`src/include/instruction_cycle_timing_cfg.svh`:
```
// Constants for the instruction sequencer and its datapath
`ifndef INSTRUCTION_CYCLE_TIMING_CFG_SVH
`define INSTRUCTION_CYCLE_TIMING_CFG_SVH

// ===========================================================
// Timing
`define CLOCKS_PER_INSTR 4
`define FETCH_PHASE 2

// ===========================================================
// Instruction word layout
`define OP_MSB 15
`define OP_LSB 11
`define BIT_MSB 10
`define BIT_LSB 8
`define ARG_MSB 7
`define ARG_LSB 0

// ===========================================================
// Addresses and reset values
`define PROG_COUNTER_LOW_ADDR 8'h06
`define TABLE_PAGE 3'h7
`define PC_RESET 11'h000
`define ACC_RESET 8'h00
`define STACK_DEPTH 4

`endif

```
`src/include/core_pkg.sv`:
```
// Types shared by the instruction sequencer files
package core_pkg;

	// ===========================================================
	// Opcodes, in instruction word order
	typedef enum logic [4:0] {
		op_nop,
		op_transfer_m_to_acc,
		op_transfer_acc_to_m,
		op_transfer_imm_to_acc,
		op_add,
		op_add_carry,
		op_sub,
		op_sub_borrow,
		op_sub_imm,
		op_add_one_in_place,
		op_add_one_to_acc,
		op_subtract_one_in_place,
		op_subtract_one_to_acc,
		op_and,
		op_or,
		op_xor,
		op_complement_instr,
		op_rotate_right_plain,
		op_rotate_left_plain,
		op_rotate_right_via_carry,
		op_rotate_left_via_carry,
		op_bit_set,
		op_bit_clear,
		op_skip_if_zero,
		op_skip_if_bit_zero,
		op_skip_if_bit_one,
		op_unconditional_branch,
		op_call_routine,
		op_back_from_routine,
		op_back_from_interrupt,
		op_table_read,
		op_clear_m
	} op_t;

	// ===========================================================
	// Instruction cycle kind
	typedef enum logic {
		st_run,
		st_extra
	} seq_state_t;

endpackage

```
`src/rtl/data_ram.sv`:
```
// Data memory with registered read data
`timescale 1ns/1ps

module data_ram #(
	parameter int WIDTH = 8,
	parameter int ADDR_W = 8
) (
	// Clock and reset
	input wire logic i_clock,
	input wire logic i_resetn,
	// Write port
	input wire logic i_we,
	input wire logic [ADDR_W-1:0] i_waddr,
	input wire logic [WIDTH-1:0] i_wdata,
	// Read port
	input wire logic [ADDR_W-1:0] i_raddr,
	output logic [WIDTH-1:0] o_rdata
);
	logic [WIDTH-1:0] mem [2**ADDR_W];
	logic [WIDTH-1:0] rdata_r;

	always_ff @(posedge i_clock) begin
		if (i_we) begin
			mem[i_waddr] <= i_wdata;
		end
	end

	always_ff @(posedge i_clock or negedge i_resetn) begin
		if (!i_resetn) begin
			rdata_r <= '0;
		end else begin
			rdata_r <= mem[i_raddr];
		end
	end

	assign o_rdata = rdata_r;
endmodule

```
`src/rtl/instruction_cycle_timing.sv`:
```
// Four-phase instruction sequencer with 8-bit accumulator datapath
`timescale 1ns/1ps
`include "instruction_cycle_timing_cfg.svh"

// What this block does
// RQ1: Each instruction cycle is four clock cycles; everything steps per cycle.
// RQ2: Most instructions take one cycle; branch, call and table read take two.
// RQ3: Jump, call, return and interrupt return add one instruction cycle.
// RQ4: Writing the program counter low byte jumps there and adds a cycle.
// RQ5: A skip taken adds one cycle; no skip takes one cycle.
// RQ6: Conditional skips test a byte or a bit, then run or skip next.
// RQ7: Call saves the next address for return; a jump saves nothing.
// RQ8: Moves: memory to accumulator, accumulator to memory, immediate to it.
// RQ9: Add carries above 255, subtract borrows below 0, chainable.
// RQ10: Increment and decrement change by one, to memory or accumulator.
// RQ11: Logical operations use the accumulator as one operand.
// RQ12: Logical operations set the zero flag on a zero result.
// RQ13: Rotates move one bit; carry variants swap the edge bit with carry.
// RQ14: Bit set and clear read, change one bit, write the byte back.
// RQ15: Table read fetches a program memory word; low byte to data memory, high byte to o_table_high.
// RQ16: Interrupt return sets the global interrupt enable; plain return not.
// RQ17: Data is eight bits wide; bit operands select bit 0 to 7.
module instruction_cycle_timing #(
	parameter int PC_W = 11,
	parameter int STACK_DEPTH = `STACK_DEPTH
) (
	// Clock and reset
	input wire logic i_clock,
	input wire logic i_resetn,
	// Program memory
	output logic [PC_W-1:0] o_prog_addr,
	input wire logic [15:0] i_prog_data,
	// Interrupt enable
	input wire logic i_irq_taken,
	output logic o_global_irq_enable,
	// Core state
	output logic [7:0] o_acc,
	output logic [7:0] o_table_high,
	output logic o_carry,
	output logic o_zero,
	output logic o_cycle_start,
	output core_pkg::seq_state_t o_seq_state
);
	import core_pkg::*;

	localparam int PH_W = $clog2(`CLOCKS_PER_INSTR);
	localparam logic [PH_W-1:0] PH_LAST = PH_W'(`CLOCKS_PER_INSTR - 1);
	localparam logic [PH_W-1:0] PH_FETCH = PH_W'(`FETCH_PHASE);
	localparam int SP_W = $clog2(STACK_DEPTH);

	logic [PH_W-1:0] phase_r;
	seq_state_t state_r;
	logic [PC_W-1:0] pc_r, pc_nxt, prog_addr_r;
	logic [PC_W-1:0] stack_r [STACK_DEPTH];
	logic [SP_W-1:0] sp_r;
	logic [15:0] instr_r;
	logic [7:0] acc_r, acc_nxt, table_high_r, result, mem_val, bit_mask;
	logic carry_r, carry_nxt, zero_r, zero_nxt, irq_en_r, cycle_start_r;
	logic exec, wr_m, skip, extra, table_wr, arith, invert, cin;
	logic [7:0] arith_b;
	logic [8:0] sum9;
	logic ram_we;
	logic [7:0] ram_wdata, ram_rdata;
	op_t op;
	logic [2:0] bit_sel;
	logic [7:0] operand;

	assign op = op_t'(instr_r[`OP_MSB:`OP_LSB]);
	assign bit_sel = instr_r[`BIT_MSB:`BIT_LSB];
	assign operand = instr_r[`ARG_MSB:`ARG_LSB];
	assign exec = (state_r == st_run) && (phase_r == PH_LAST);
	assign bit_mask = 8'h01 << bit_sel; // RQ17
	assign mem_val = (operand == `PROG_COUNTER_LOW_ADDR) ? pc_r[7:0] : ram_rdata;

	// ===========================================================
	// Datapath
	always_comb begin
		acc_nxt = acc_r;
		carry_nxt = carry_r;
		zero_nxt = zero_r;
		result = 8'h00;
		wr_m = 1'b0;
		skip = 1'b0;
		extra = 1'b0;
		arith = 1'b0;
		invert = 1'b0;
		cin = 1'b0;
		arith_b = mem_val;
		pc_nxt = pc_r + PC_W'(1);
		unique case (op)
			op_nop: begin
			end
			op_transfer_m_to_acc: acc_nxt = mem_val; // RQ8
			op_transfer_acc_to_m: begin
				result = acc_r; // RQ8
				wr_m = 1'b1;
			end
			op_transfer_imm_to_acc: acc_nxt = operand; // RQ8
			op_add: arith = 1'b1;
			op_add_carry: begin
				arith = 1'b1;
				cin = carry_r;
			end
			op_sub: begin
				arith = 1'b1;
				invert = 1'b1;
				cin = 1'b1;
			end
			op_sub_borrow: begin
				arith = 1'b1;
				invert = 1'b1;
				cin = carry_r;
			end
			op_sub_imm: begin
				arith = 1'b1;
				invert = 1'b1;
				cin = 1'b1;
				arith_b = operand;
			end
			op_add_one_in_place, op_subtract_one_in_place: begin
				result = (op == op_add_one_in_place) ? mem_val + 8'h01
					: mem_val - 8'h01; // RQ10
				wr_m = 1'b1;
				zero_nxt = (result == 8'h00);
			end
			op_add_one_to_acc, op_subtract_one_to_acc: begin
				acc_nxt = (op == op_add_one_to_acc) ? mem_val + 8'h01
					: mem_val - 8'h01; // RQ10
				zero_nxt = (acc_nxt == 8'h00);
			end
			op_and, op_or, op_xor: begin
				acc_nxt = (op == op_and) ? acc_r & mem_val // RQ11
					: (op == op_or) ? acc_r | mem_val : acc_r ^ mem_val;
				zero_nxt = (acc_nxt == 8'h00); // RQ12
			end
			op_complement_instr: begin
				result = ~mem_val;
				wr_m = 1'b1;
				zero_nxt = (result == 8'h00);
			end
			op_rotate_right_plain: begin
				result = {mem_val[0], mem_val[7:1]}; // RQ13
				wr_m = 1'b1;
			end
			op_rotate_left_plain: begin
				result = {mem_val[6:0], mem_val[7]}; // RQ13
				wr_m = 1'b1;
			end
			op_rotate_right_via_carry: begin
				result = {carry_r, mem_val[7:1]}; // RQ13
				carry_nxt = mem_val[0];
				wr_m = 1'b1;
			end
			op_rotate_left_via_carry: begin
				result = {mem_val[6:0], carry_r}; // RQ13
				carry_nxt = mem_val[7];
				wr_m = 1'b1;
			end
			op_bit_set: begin
				result = mem_val | bit_mask; // RQ14
				wr_m = 1'b1;
			end
			op_bit_clear: begin
				result = mem_val & ~bit_mask; // RQ14
				wr_m = 1'b1;
			end
			op_skip_if_zero: skip = (mem_val == 8'h00); // RQ6
			op_skip_if_bit_zero: skip = ~mem_val[bit_sel]; // RQ6
			op_skip_if_bit_one: skip = mem_val[bit_sel]; // RQ6
			op_unconditional_branch, op_call_routine: begin
				pc_nxt = PC_W'({bit_sel, operand}); // RQ3
				extra = 1'b1;
			end
			op_back_from_routine, op_back_from_interrupt: begin
				pc_nxt = stack_r[sp_r - SP_W'(1)]; // RQ7
				extra = 1'b1; // RQ3
			end
			op_table_read: extra = 1'b1; // RQ2
			op_clear_m: wr_m = 1'b1;
		endcase
		sum9 = {1'b0, acc_r} + {1'b0, invert ? ~arith_b : arith_b}
			+ {8'h00, cin};
		if (arith) begin
			acc_nxt = sum9[7:0]; // RQ9
			carry_nxt = sum9[8]; // RQ9
			zero_nxt = (sum9[7:0] == 8'h00);
		end
		if (wr_m && operand == `PROG_COUNTER_LOW_ADDR) begin
			pc_nxt = {pc_r[PC_W-1:8], result}; // RQ4
			extra = 1'b1;
		end
		if (skip) begin
			pc_nxt = pc_r + PC_W'(2); // RQ5
			extra = 1'b1;
		end
	end

	// ===========================================================
	// Phase and cycle kind
	always_ff @(posedge i_clock or negedge i_resetn) begin
		if (!i_resetn) begin
			phase_r <= '0;
			cycle_start_r <= 1'b0;
		end else begin
			phase_r <= (phase_r == PH_LAST) ? '0 : phase_r + PH_W'(1); // RQ1
			cycle_start_r <= (phase_r == PH_LAST);
		end
	end

	always_ff @(posedge i_clock or negedge i_resetn) begin
		if (!i_resetn) begin
			state_r <= st_run;
		end else if (exec) begin
			state_r <= extra ? st_extra : st_run; // RQ2
		end else if (phase_r == PH_LAST) begin
			state_r <= st_run;
		end
	end

	// ===========================================================
	// Fetch and table read
	assign table_wr = (state_r == st_extra) && (op == op_table_read)
		&& (phase_r == PH_FETCH);

	always_ff @(posedge i_clock or negedge i_resetn) begin
		if (!i_resetn) begin
			prog_addr_r <= `PC_RESET;
			instr_r <= 16'h0000;
			table_high_r <= 8'h00;
		end else begin
			if (phase_r == '0) begin
				prog_addr_r <= (state_r == st_extra && op == op_table_read)
					? PC_W'({`TABLE_PAGE, acc_r}) : pc_r; // RQ15
			end
			if (phase_r == PH_FETCH && state_r == st_run) begin
				instr_r <= i_prog_data;
			end
			if (table_wr) begin
				table_high_r <= i_prog_data[15:8]; // RQ15
			end
		end
	end

	// ===========================================================
	// Execute state
	always_ff @(posedge i_clock or negedge i_resetn) begin
		if (!i_resetn) begin
			pc_r <= `PC_RESET;
			acc_r <= `ACC_RESET;
			carry_r <= 1'b0;
			zero_r <= 1'b0;
		end else if (exec) begin
			pc_r <= pc_nxt;
			acc_r <= acc_nxt;
			carry_r <= carry_nxt;
			zero_r <= zero_nxt;
		end
	end

	always_ff @(posedge i_clock or negedge i_resetn) begin
		if (!i_resetn) begin
			irq_en_r <= 1'b0;
		end else if (exec && op == op_back_from_interrupt) begin
			irq_en_r <= 1'b1; // RQ16
		end else if (i_irq_taken) begin
			irq_en_r <= 1'b0;
		end
	end

	always_ff @(posedge i_clock or negedge i_resetn) begin
		if (!i_resetn) begin
			sp_r <= '0;
			for (int i = 0; i < STACK_DEPTH; i++) begin
				stack_r[i] <= '0;
			end
		end else if (exec && op == op_call_routine) begin
			stack_r[sp_r] <= pc_r + PC_W'(1); // RQ7
			sp_r <= sp_r + SP_W'(1);
		end else if (exec && (op == op_back_from_routine
				|| op == op_back_from_interrupt)) begin
			sp_r <= sp_r - SP_W'(1);
		end
	end

	// ===========================================================
	// Data memory
	assign ram_we = (exec && wr_m && operand != `PROG_COUNTER_LOW_ADDR)
		|| table_wr; // RQ14
	assign ram_wdata = table_wr ? i_prog_data[7:0] : result;

	data_ram #(
		.WIDTH(8),
		.ADDR_W(8)
	) u_ram (
		.i_clock(i_clock),
		.i_resetn(i_resetn),
		.i_we(ram_we),
		.i_waddr(operand),
		.i_wdata(ram_wdata),
		.i_raddr(i_prog_data[`ARG_MSB:`ARG_LSB]),
		.o_rdata(ram_rdata)
	);

	assign o_prog_addr = prog_addr_r;
	assign o_global_irq_enable = irq_en_r;
	assign o_acc = acc_r;
	assign o_table_high = table_high_r;
	assign o_carry = carry_r;
	assign o_zero = zero_r;
	assign o_cycle_start = cycle_start_r;
	assign o_seq_state = state_r;

	// ===========================================================
	// Checks
	property p_phase_walk;
		@(posedge i_clock) disable iff (!i_resetn)
		phase_r == PH_LAST |=> phase_r == '0 ##1 phase_r == PH_W'(1);
	endproperty
	a_phase_walk: assert property (p_phase_walk) // RQ1
		else $error("phase did not wrap after four clocks");

	property p_branch_extra;
		@(posedge i_clock) disable iff (!i_resetn)
		exec && op == op_unconditional_branch
			|=> state_r == st_extra [*4] ##1 state_r == st_run;
	endproperty
	a_branch_extra: assert property (p_branch_extra) // RQ3
		else $error("branch did not take one extra cycle");

	property p_low_byte_jump;
		@(posedge i_clock) disable iff (!i_resetn)
		exec && operand == `PROG_COUNTER_LOW_ADDR
			&& op inside {op_clear_m, op_transfer_acc_to_m}
			|=> state_r == st_extra && pc_r[7:0]
			== ($past(op) == op_clear_m ? 8'h00 : $past(acc_r));
	endproperty
	a_low_byte_jump: assert property (p_low_byte_jump) // RQ4
		else $error("low byte write did not jump");

	property p_skip_taken;
		@(posedge i_clock) disable iff (!i_resetn)
		exec && op == op_skip_if_zero && mem_val == 8'h00
			|=> pc_r == PC_W'($past(pc_r) + PC_W'(2)) && state_r == st_extra;
	endproperty
	a_skip_taken: assert property (p_skip_taken) // RQ5
		else $error("taken skip wrong");

	property p_call_saves;
		@(posedge i_clock) disable iff (!i_resetn)
		exec && op == op_call_routine
			|=> stack_r[$past(sp_r)] == PC_W'($past(pc_r) + PC_W'(1));
	endproperty
	a_call_saves: assert property (p_call_saves) // RQ7
		else $error("call saved wrong return point");

	property p_add_carry_out;
		@(posedge i_clock) disable iff (!i_resetn)
		exec && op == op_add |=> {carry_r, acc_r}
			== 9'({1'b0, $past(acc_r)} + {1'b0, $past(mem_val)});
	endproperty
	a_add_carry_out: assert property (p_add_carry_out) // RQ9
		else $error("add result or carry wrong");

	property p_step_down_acc;
		@(posedge i_clock) disable iff (!i_resetn)
		exec && op == op_subtract_one_to_acc
			|=> acc_r == 8'($past(mem_val) - 8'h01);
	endproperty
	a_step_down_acc: assert property (p_step_down_acc) // RQ10
		else $error("decrement to accumulator wrong");

	property p_logic_zero;
		@(posedge i_clock) disable iff (!i_resetn)
		exec && op inside {op_and, op_or, op_xor}
			|=> zero_r == (acc_r == 8'h00);
	endproperty
	a_logic_zero: assert property (p_logic_zero) // RQ12
		else $error("zero flag wrong after logic op");

	property p_rotate_carry;
		@(posedge i_clock) disable iff (!i_resetn)
		exec && op == op_rotate_right_via_carry
			|=> carry_r == $past(mem_val[0]);
	endproperty
	a_rotate_carry: assert property (p_rotate_carry) // RQ13
		else $error("rotate did not move bit into carry");

	property p_bit_set_only;
		@(posedge i_clock) disable iff (!i_resetn)
		exec && op == op_bit_set && operand != `PROG_COUNTER_LOW_ADDR
			|-> ram_we && ram_wdata[bit_sel]
			&& ((ram_wdata ^ mem_val) & ~bit_mask) == 8'h00;
	endproperty
	a_bit_set_only: assert property (p_bit_set_only) // RQ14
		else $error("bit set touched other bits");

	property p_irq_return;
		@(posedge i_clock) disable iff (!i_resetn)
		exec && op == op_back_from_interrupt |=> irq_en_r;
	endproperty
	a_irq_return: assert property (p_irq_return) // RQ16
		else $error("interrupt return left enable low");
endmodule

```
`config.mk`:
```
export PLATFORM = sky130hd
export DESIGN_NAME = instruction_cycle_timing
export DESIGN_NICKNAME = d
export VERILOG_FILES = /design/src/include/core_pkg.sv /design/src/rtl/data_ram.sv /design/src/rtl/instruction_cycle_timing.sv
export VERILOG_INCLUDE_DIRS = /design/src /design/src/include
export SDC_FILE = /design/constraint.sdc
export NUM_CORES = 2
export LEC_CHECK = 0
export BUFFER_PORTS_ARGS = -buffer_cell sky130_fd_sc_hd__buf_2
export CAP_MARGIN = 15
export CORE_UTILIZATION = 45
export CTS_CLUSTER_DIAMETER = 150
export DETAILED_ROUTE_END_ITERATION = 10
export PLACE_DENSITY = 0.61
export SLEW_MARGIN = 10
export SYNTH_ARGS = -nofsm -noshare
export SYNTH_HDL_FRONTEND = slang
export SYNTH_SLANG_ARGS = --single-unit
```
`constraint.sdc`:
```
create_clock -name i_clock -period 13.4 [get_ports i_clock]
set_input_delay 1.34 -clock i_clock [delete_from_list [all_inputs] [get_ports i_clock]]
set_output_delay 1.34 -clock i_clock [all_outputs]
set_load 0.02 [all_outputs]
```
==> metrics.yaml <==
layout:
  nets: 4385
  fillCellCount: 15160
  seq_area_um2: 64380
  drive_gt1_share_pct: 25.35
  multi_input_area_um2: 21670
  final_util_pct: 50.53
  syn_to_final_growth_pct: 11.69
synthesis:
  syn_nets: 4303
  yosysTopAreaCell: "edfxtp_1"
  netlist_top_cells_count: "edfxtp_1 (2048), mux4_2 (683), nor2_1 (344), clkbuf_1 (191), nand2_1 (190)"
  synthCells: 4250
  synthFlopType: "edfxtp_1"
  synth.cell_area_um2: 87040
  netlist.area_leader.share_pct: 70.66
  yosysWarnings: 0
  synth-async-reset-ratio_pct: 5.317
  ys_types: 76
  syn-mean-instance-area_um2: 20.48
  synth-seq-area-share_pct: 73.96
  synth-edff-count: 2048
  synthTopCellsByArea: "edfxtp_1 (71%), mux4_2 (18%), dfrtp_1 (3.3%), nor2_1 (1.5%), clkbuf_1 (0.82%)"
  synth_seq_cells: 2163
  yosysMostFrequentCell: "edfxtp_1"
grt:
  track_usage_pct: 21.47
  grt_start_max_net_pins: 257
  grt_pass1_wl_um: 306100
  grt_pass1_vias: 43030
  antenna_found_initial: 2
  overflow: 0
worst_setup_path:
  start_kind: "flop"
  max_stage_delay_ns: 0.82
  worstPathMaxFanout: 132
  path_cells: "or4_1 > buf_4 > nor2_1 > buf_4 > mux2i_1 > ha_1 > or3b_2 > nor3_1 > xor2_1 > mux2i_1 > nor2_1 > a211o_1 > mux2_8 > buf_4 > buf_16"
  crit_top_cell: "buf_4"
  critPathBufInv: 4
  cp.depth: 15
  cp.arrival_ns: 6.83
  worstSetupPathType: "reg2reg"
  crit_path_top_delay_cell: "mux2i_1"
  r2r_slack_ns: 7.18
  r2r-end: "u_ram.mem[252][6]$_DFFE_PP_"
  cp-end-kind: "flop"
  cpLargestDelayFamily: "simple AND/OR/NAND/NOR gates"
  rr_startpoint: "instr_r[4]$_DFFE_PN0P_"
  worstPathRequired_ns: 14.02
  reg2reg_depth: 15
place:
  place_ws_ns: 6.983
  io_buffers: 50
  place_hpwl_um: 124900
  place_congestion: 0.9114
clock_network:
  clk_pin_slew_ns: 0.06
  clock_sinks: 2163
  cts_buffers: 214
  cts-root-buf: "clkbuf_16"
  post_cts_resized: 0
  cts_hold_buffers: 0
  clk_path_buf_depth: 3
  h-tree-depth: 4
  cts_setup_buffers: 0
  cts_tree: "yes"
  insertion_delay_ns: 0.85
detailed_routing:
  drc: 0
  viasPerCell: 6.036
  vias: 42530
  wl_um: 208700
  wl_per_cell_um: 29.63
  drt_pre_antenna_iters: 5
  drt-initial-drc-count: 4766
  postRouteAntennaNets: 0
sta:
  finalClockSkew_ns: 0.03145
  max_slew_margin_pct: 15.03
  period_minus_slack_ns: 6.218
  tns_ns: 0
  finalSetupViolCount: 0
  rsz0062_at_grt: "false"
  tightest_slew_ns: 1.275
  fmax_mhz: 160.8
  setup_ws_ns: 7.182
  post-route-period-util_pct: 46.40
  final_hold_viol_count: 0
  maxSlewViolCount: 0
  fin_hold_ws_ns: 0.4558
floorplanning:
  die_w_um: 441.8
  rows: 161
  io-pin-count: 51
  initial_core_util_pct: 45.24
  fp.dieH_um: 441.8
  core-area_um2: 192400
  die_area_um2: 195200
min_path:
  hp-start: "phase_r[0]$_DFF_PN0_"
  min_path_cells: 1
  holdPathEnd: "phase_r[0]$_DFF_PN0_"
  hold_class: "reg2reg"
status:
  status: "completed"
pwr:
  finalPower_w: 0.01667
  p_leak_nw: 30.70
  vdd_drop_max_v: 0.0001699
  p_per_area_nw_per_um2: 171.5
job:
  drv_cap: 0
-- routing by layer --
layer | track usage (%) | wire length (um) | vias to the layer above | part of all wire, %
met1 | 31.52 | 89090 | 22960 | 43
met2 | 33.85 | 100800 | 1517 | 48
met3 | 3.273 | 14060 | 292 | 6.7
met5 | 0 | 0 | - | 0
met4 | 5.520 | 4781 | 0 | 2.3
li1 | - | - | 17760 | -
-- cell usage in the layout, fill, tap and decap left out, types with 46 or more instances in the layout --
cell type	Yosys	routed
clkbuf_1	191	58
nand2_1	190	190
mux4_2	683	683
buf_4	0	62
buf_2	4	46
clkbuf_16	0	217
a21oi_1	80	77
edfxtp_1	2048	2048
dfrtp_1	115	115
o21ai_0	84	82
nor2_1	344	344
clkinv_1	1	46
-- where the power goes --
part	internal [W]	switching (W)	leakage (nW)	total (W)
clock	0.00331	0.00257	3.33	0.00588
combinational	0.000633	0.00167	7.12	0.00230
sequential	0.00827	0.000212	20.2	0.00848
total	0.0122	0.00445	30.7	0.0167
-- state kept, by name, summed over array words and instances, names as in the netlist --
register / flops
u_ram.mem: 2048
stack_r: 44
instr_r: 16
o_prog_addr: 11
pc_r: 11
o_acc: 8
o_table_high: 8
u_ram.o_rdata: 8
phase_r: 2
sp_r: 2
o_carry: 1
o_cycle_start: 1
o_global_irq_enable: 1
o_seq_state: 1
o_zero: 1
-- how the worst max path moves through the flow --
stage,startpoint,endpoint
2_1_floorplan,instr_r[0]$_DFFE_PN0P_,u_ram.mem[0][4]$_DFFE_PP_
5_1_grt,instr_r[4]$_DFFE_PN0P_,u_ram.mem[121][6]$_DFFE_PP_
3_5_place_dp,instr_r[4]$_DFFE_PN0P_,u_ram.mem[121][6]$_DFFE_PP_
4_1_cts,instr_r[4]$_DFFE_PN0P_,u_ram.mem[122][6]$_DFFE_PP_
6_report,instr_r[4]$_DFFE_PN0P_,u_ram.mem[252][6]$_DFFE_PP_
3_3_place_gp,instr_r[4]$_DFFE_PN0P_,u_ram.mem[113][6]$_DFFE_PP_
-- per-stage QoR --
step | area (um^2) | instances
after global routing | 97210 | 7043
after global placement | 90260 | 6637
final | 97220 | 7045
after CTS | 97110 | 7038
after detailed placement | 90260 | 6637
after floorplan | 87040 | 4250
-- final cells by class --
cell class	instances	area share, %
Clock buffer	278	5.852
Sequential cell	2163	66.22
Antenna cell	2	0.005148
Inverter	29	0.1120
Tap cell	2526	3.251
Multi-Input combinational cell	1798	22.29
Clock inverter	123	1.193
Timing Repair Buffer	126	1.076
-- logic make-up (layout without fill, tap and decap cells) --
family	Yosys count	after routing	share of synthesized area (%)
AO/OA/AOI/OAI	293	293	2.105
flip-flops	2163	2163	73.96
AND/OR/NAND/NOR	702	702	3.499
other	0	2	0
buffers and inverters	289	556	1.261
adder cells (fa/ha/maj)	34	34	0.5060
multiplexers	725	725	18.23
XOR/XNOR	44	44	0.4427
No activity file was read; power rests on OpenSTA's default activity.
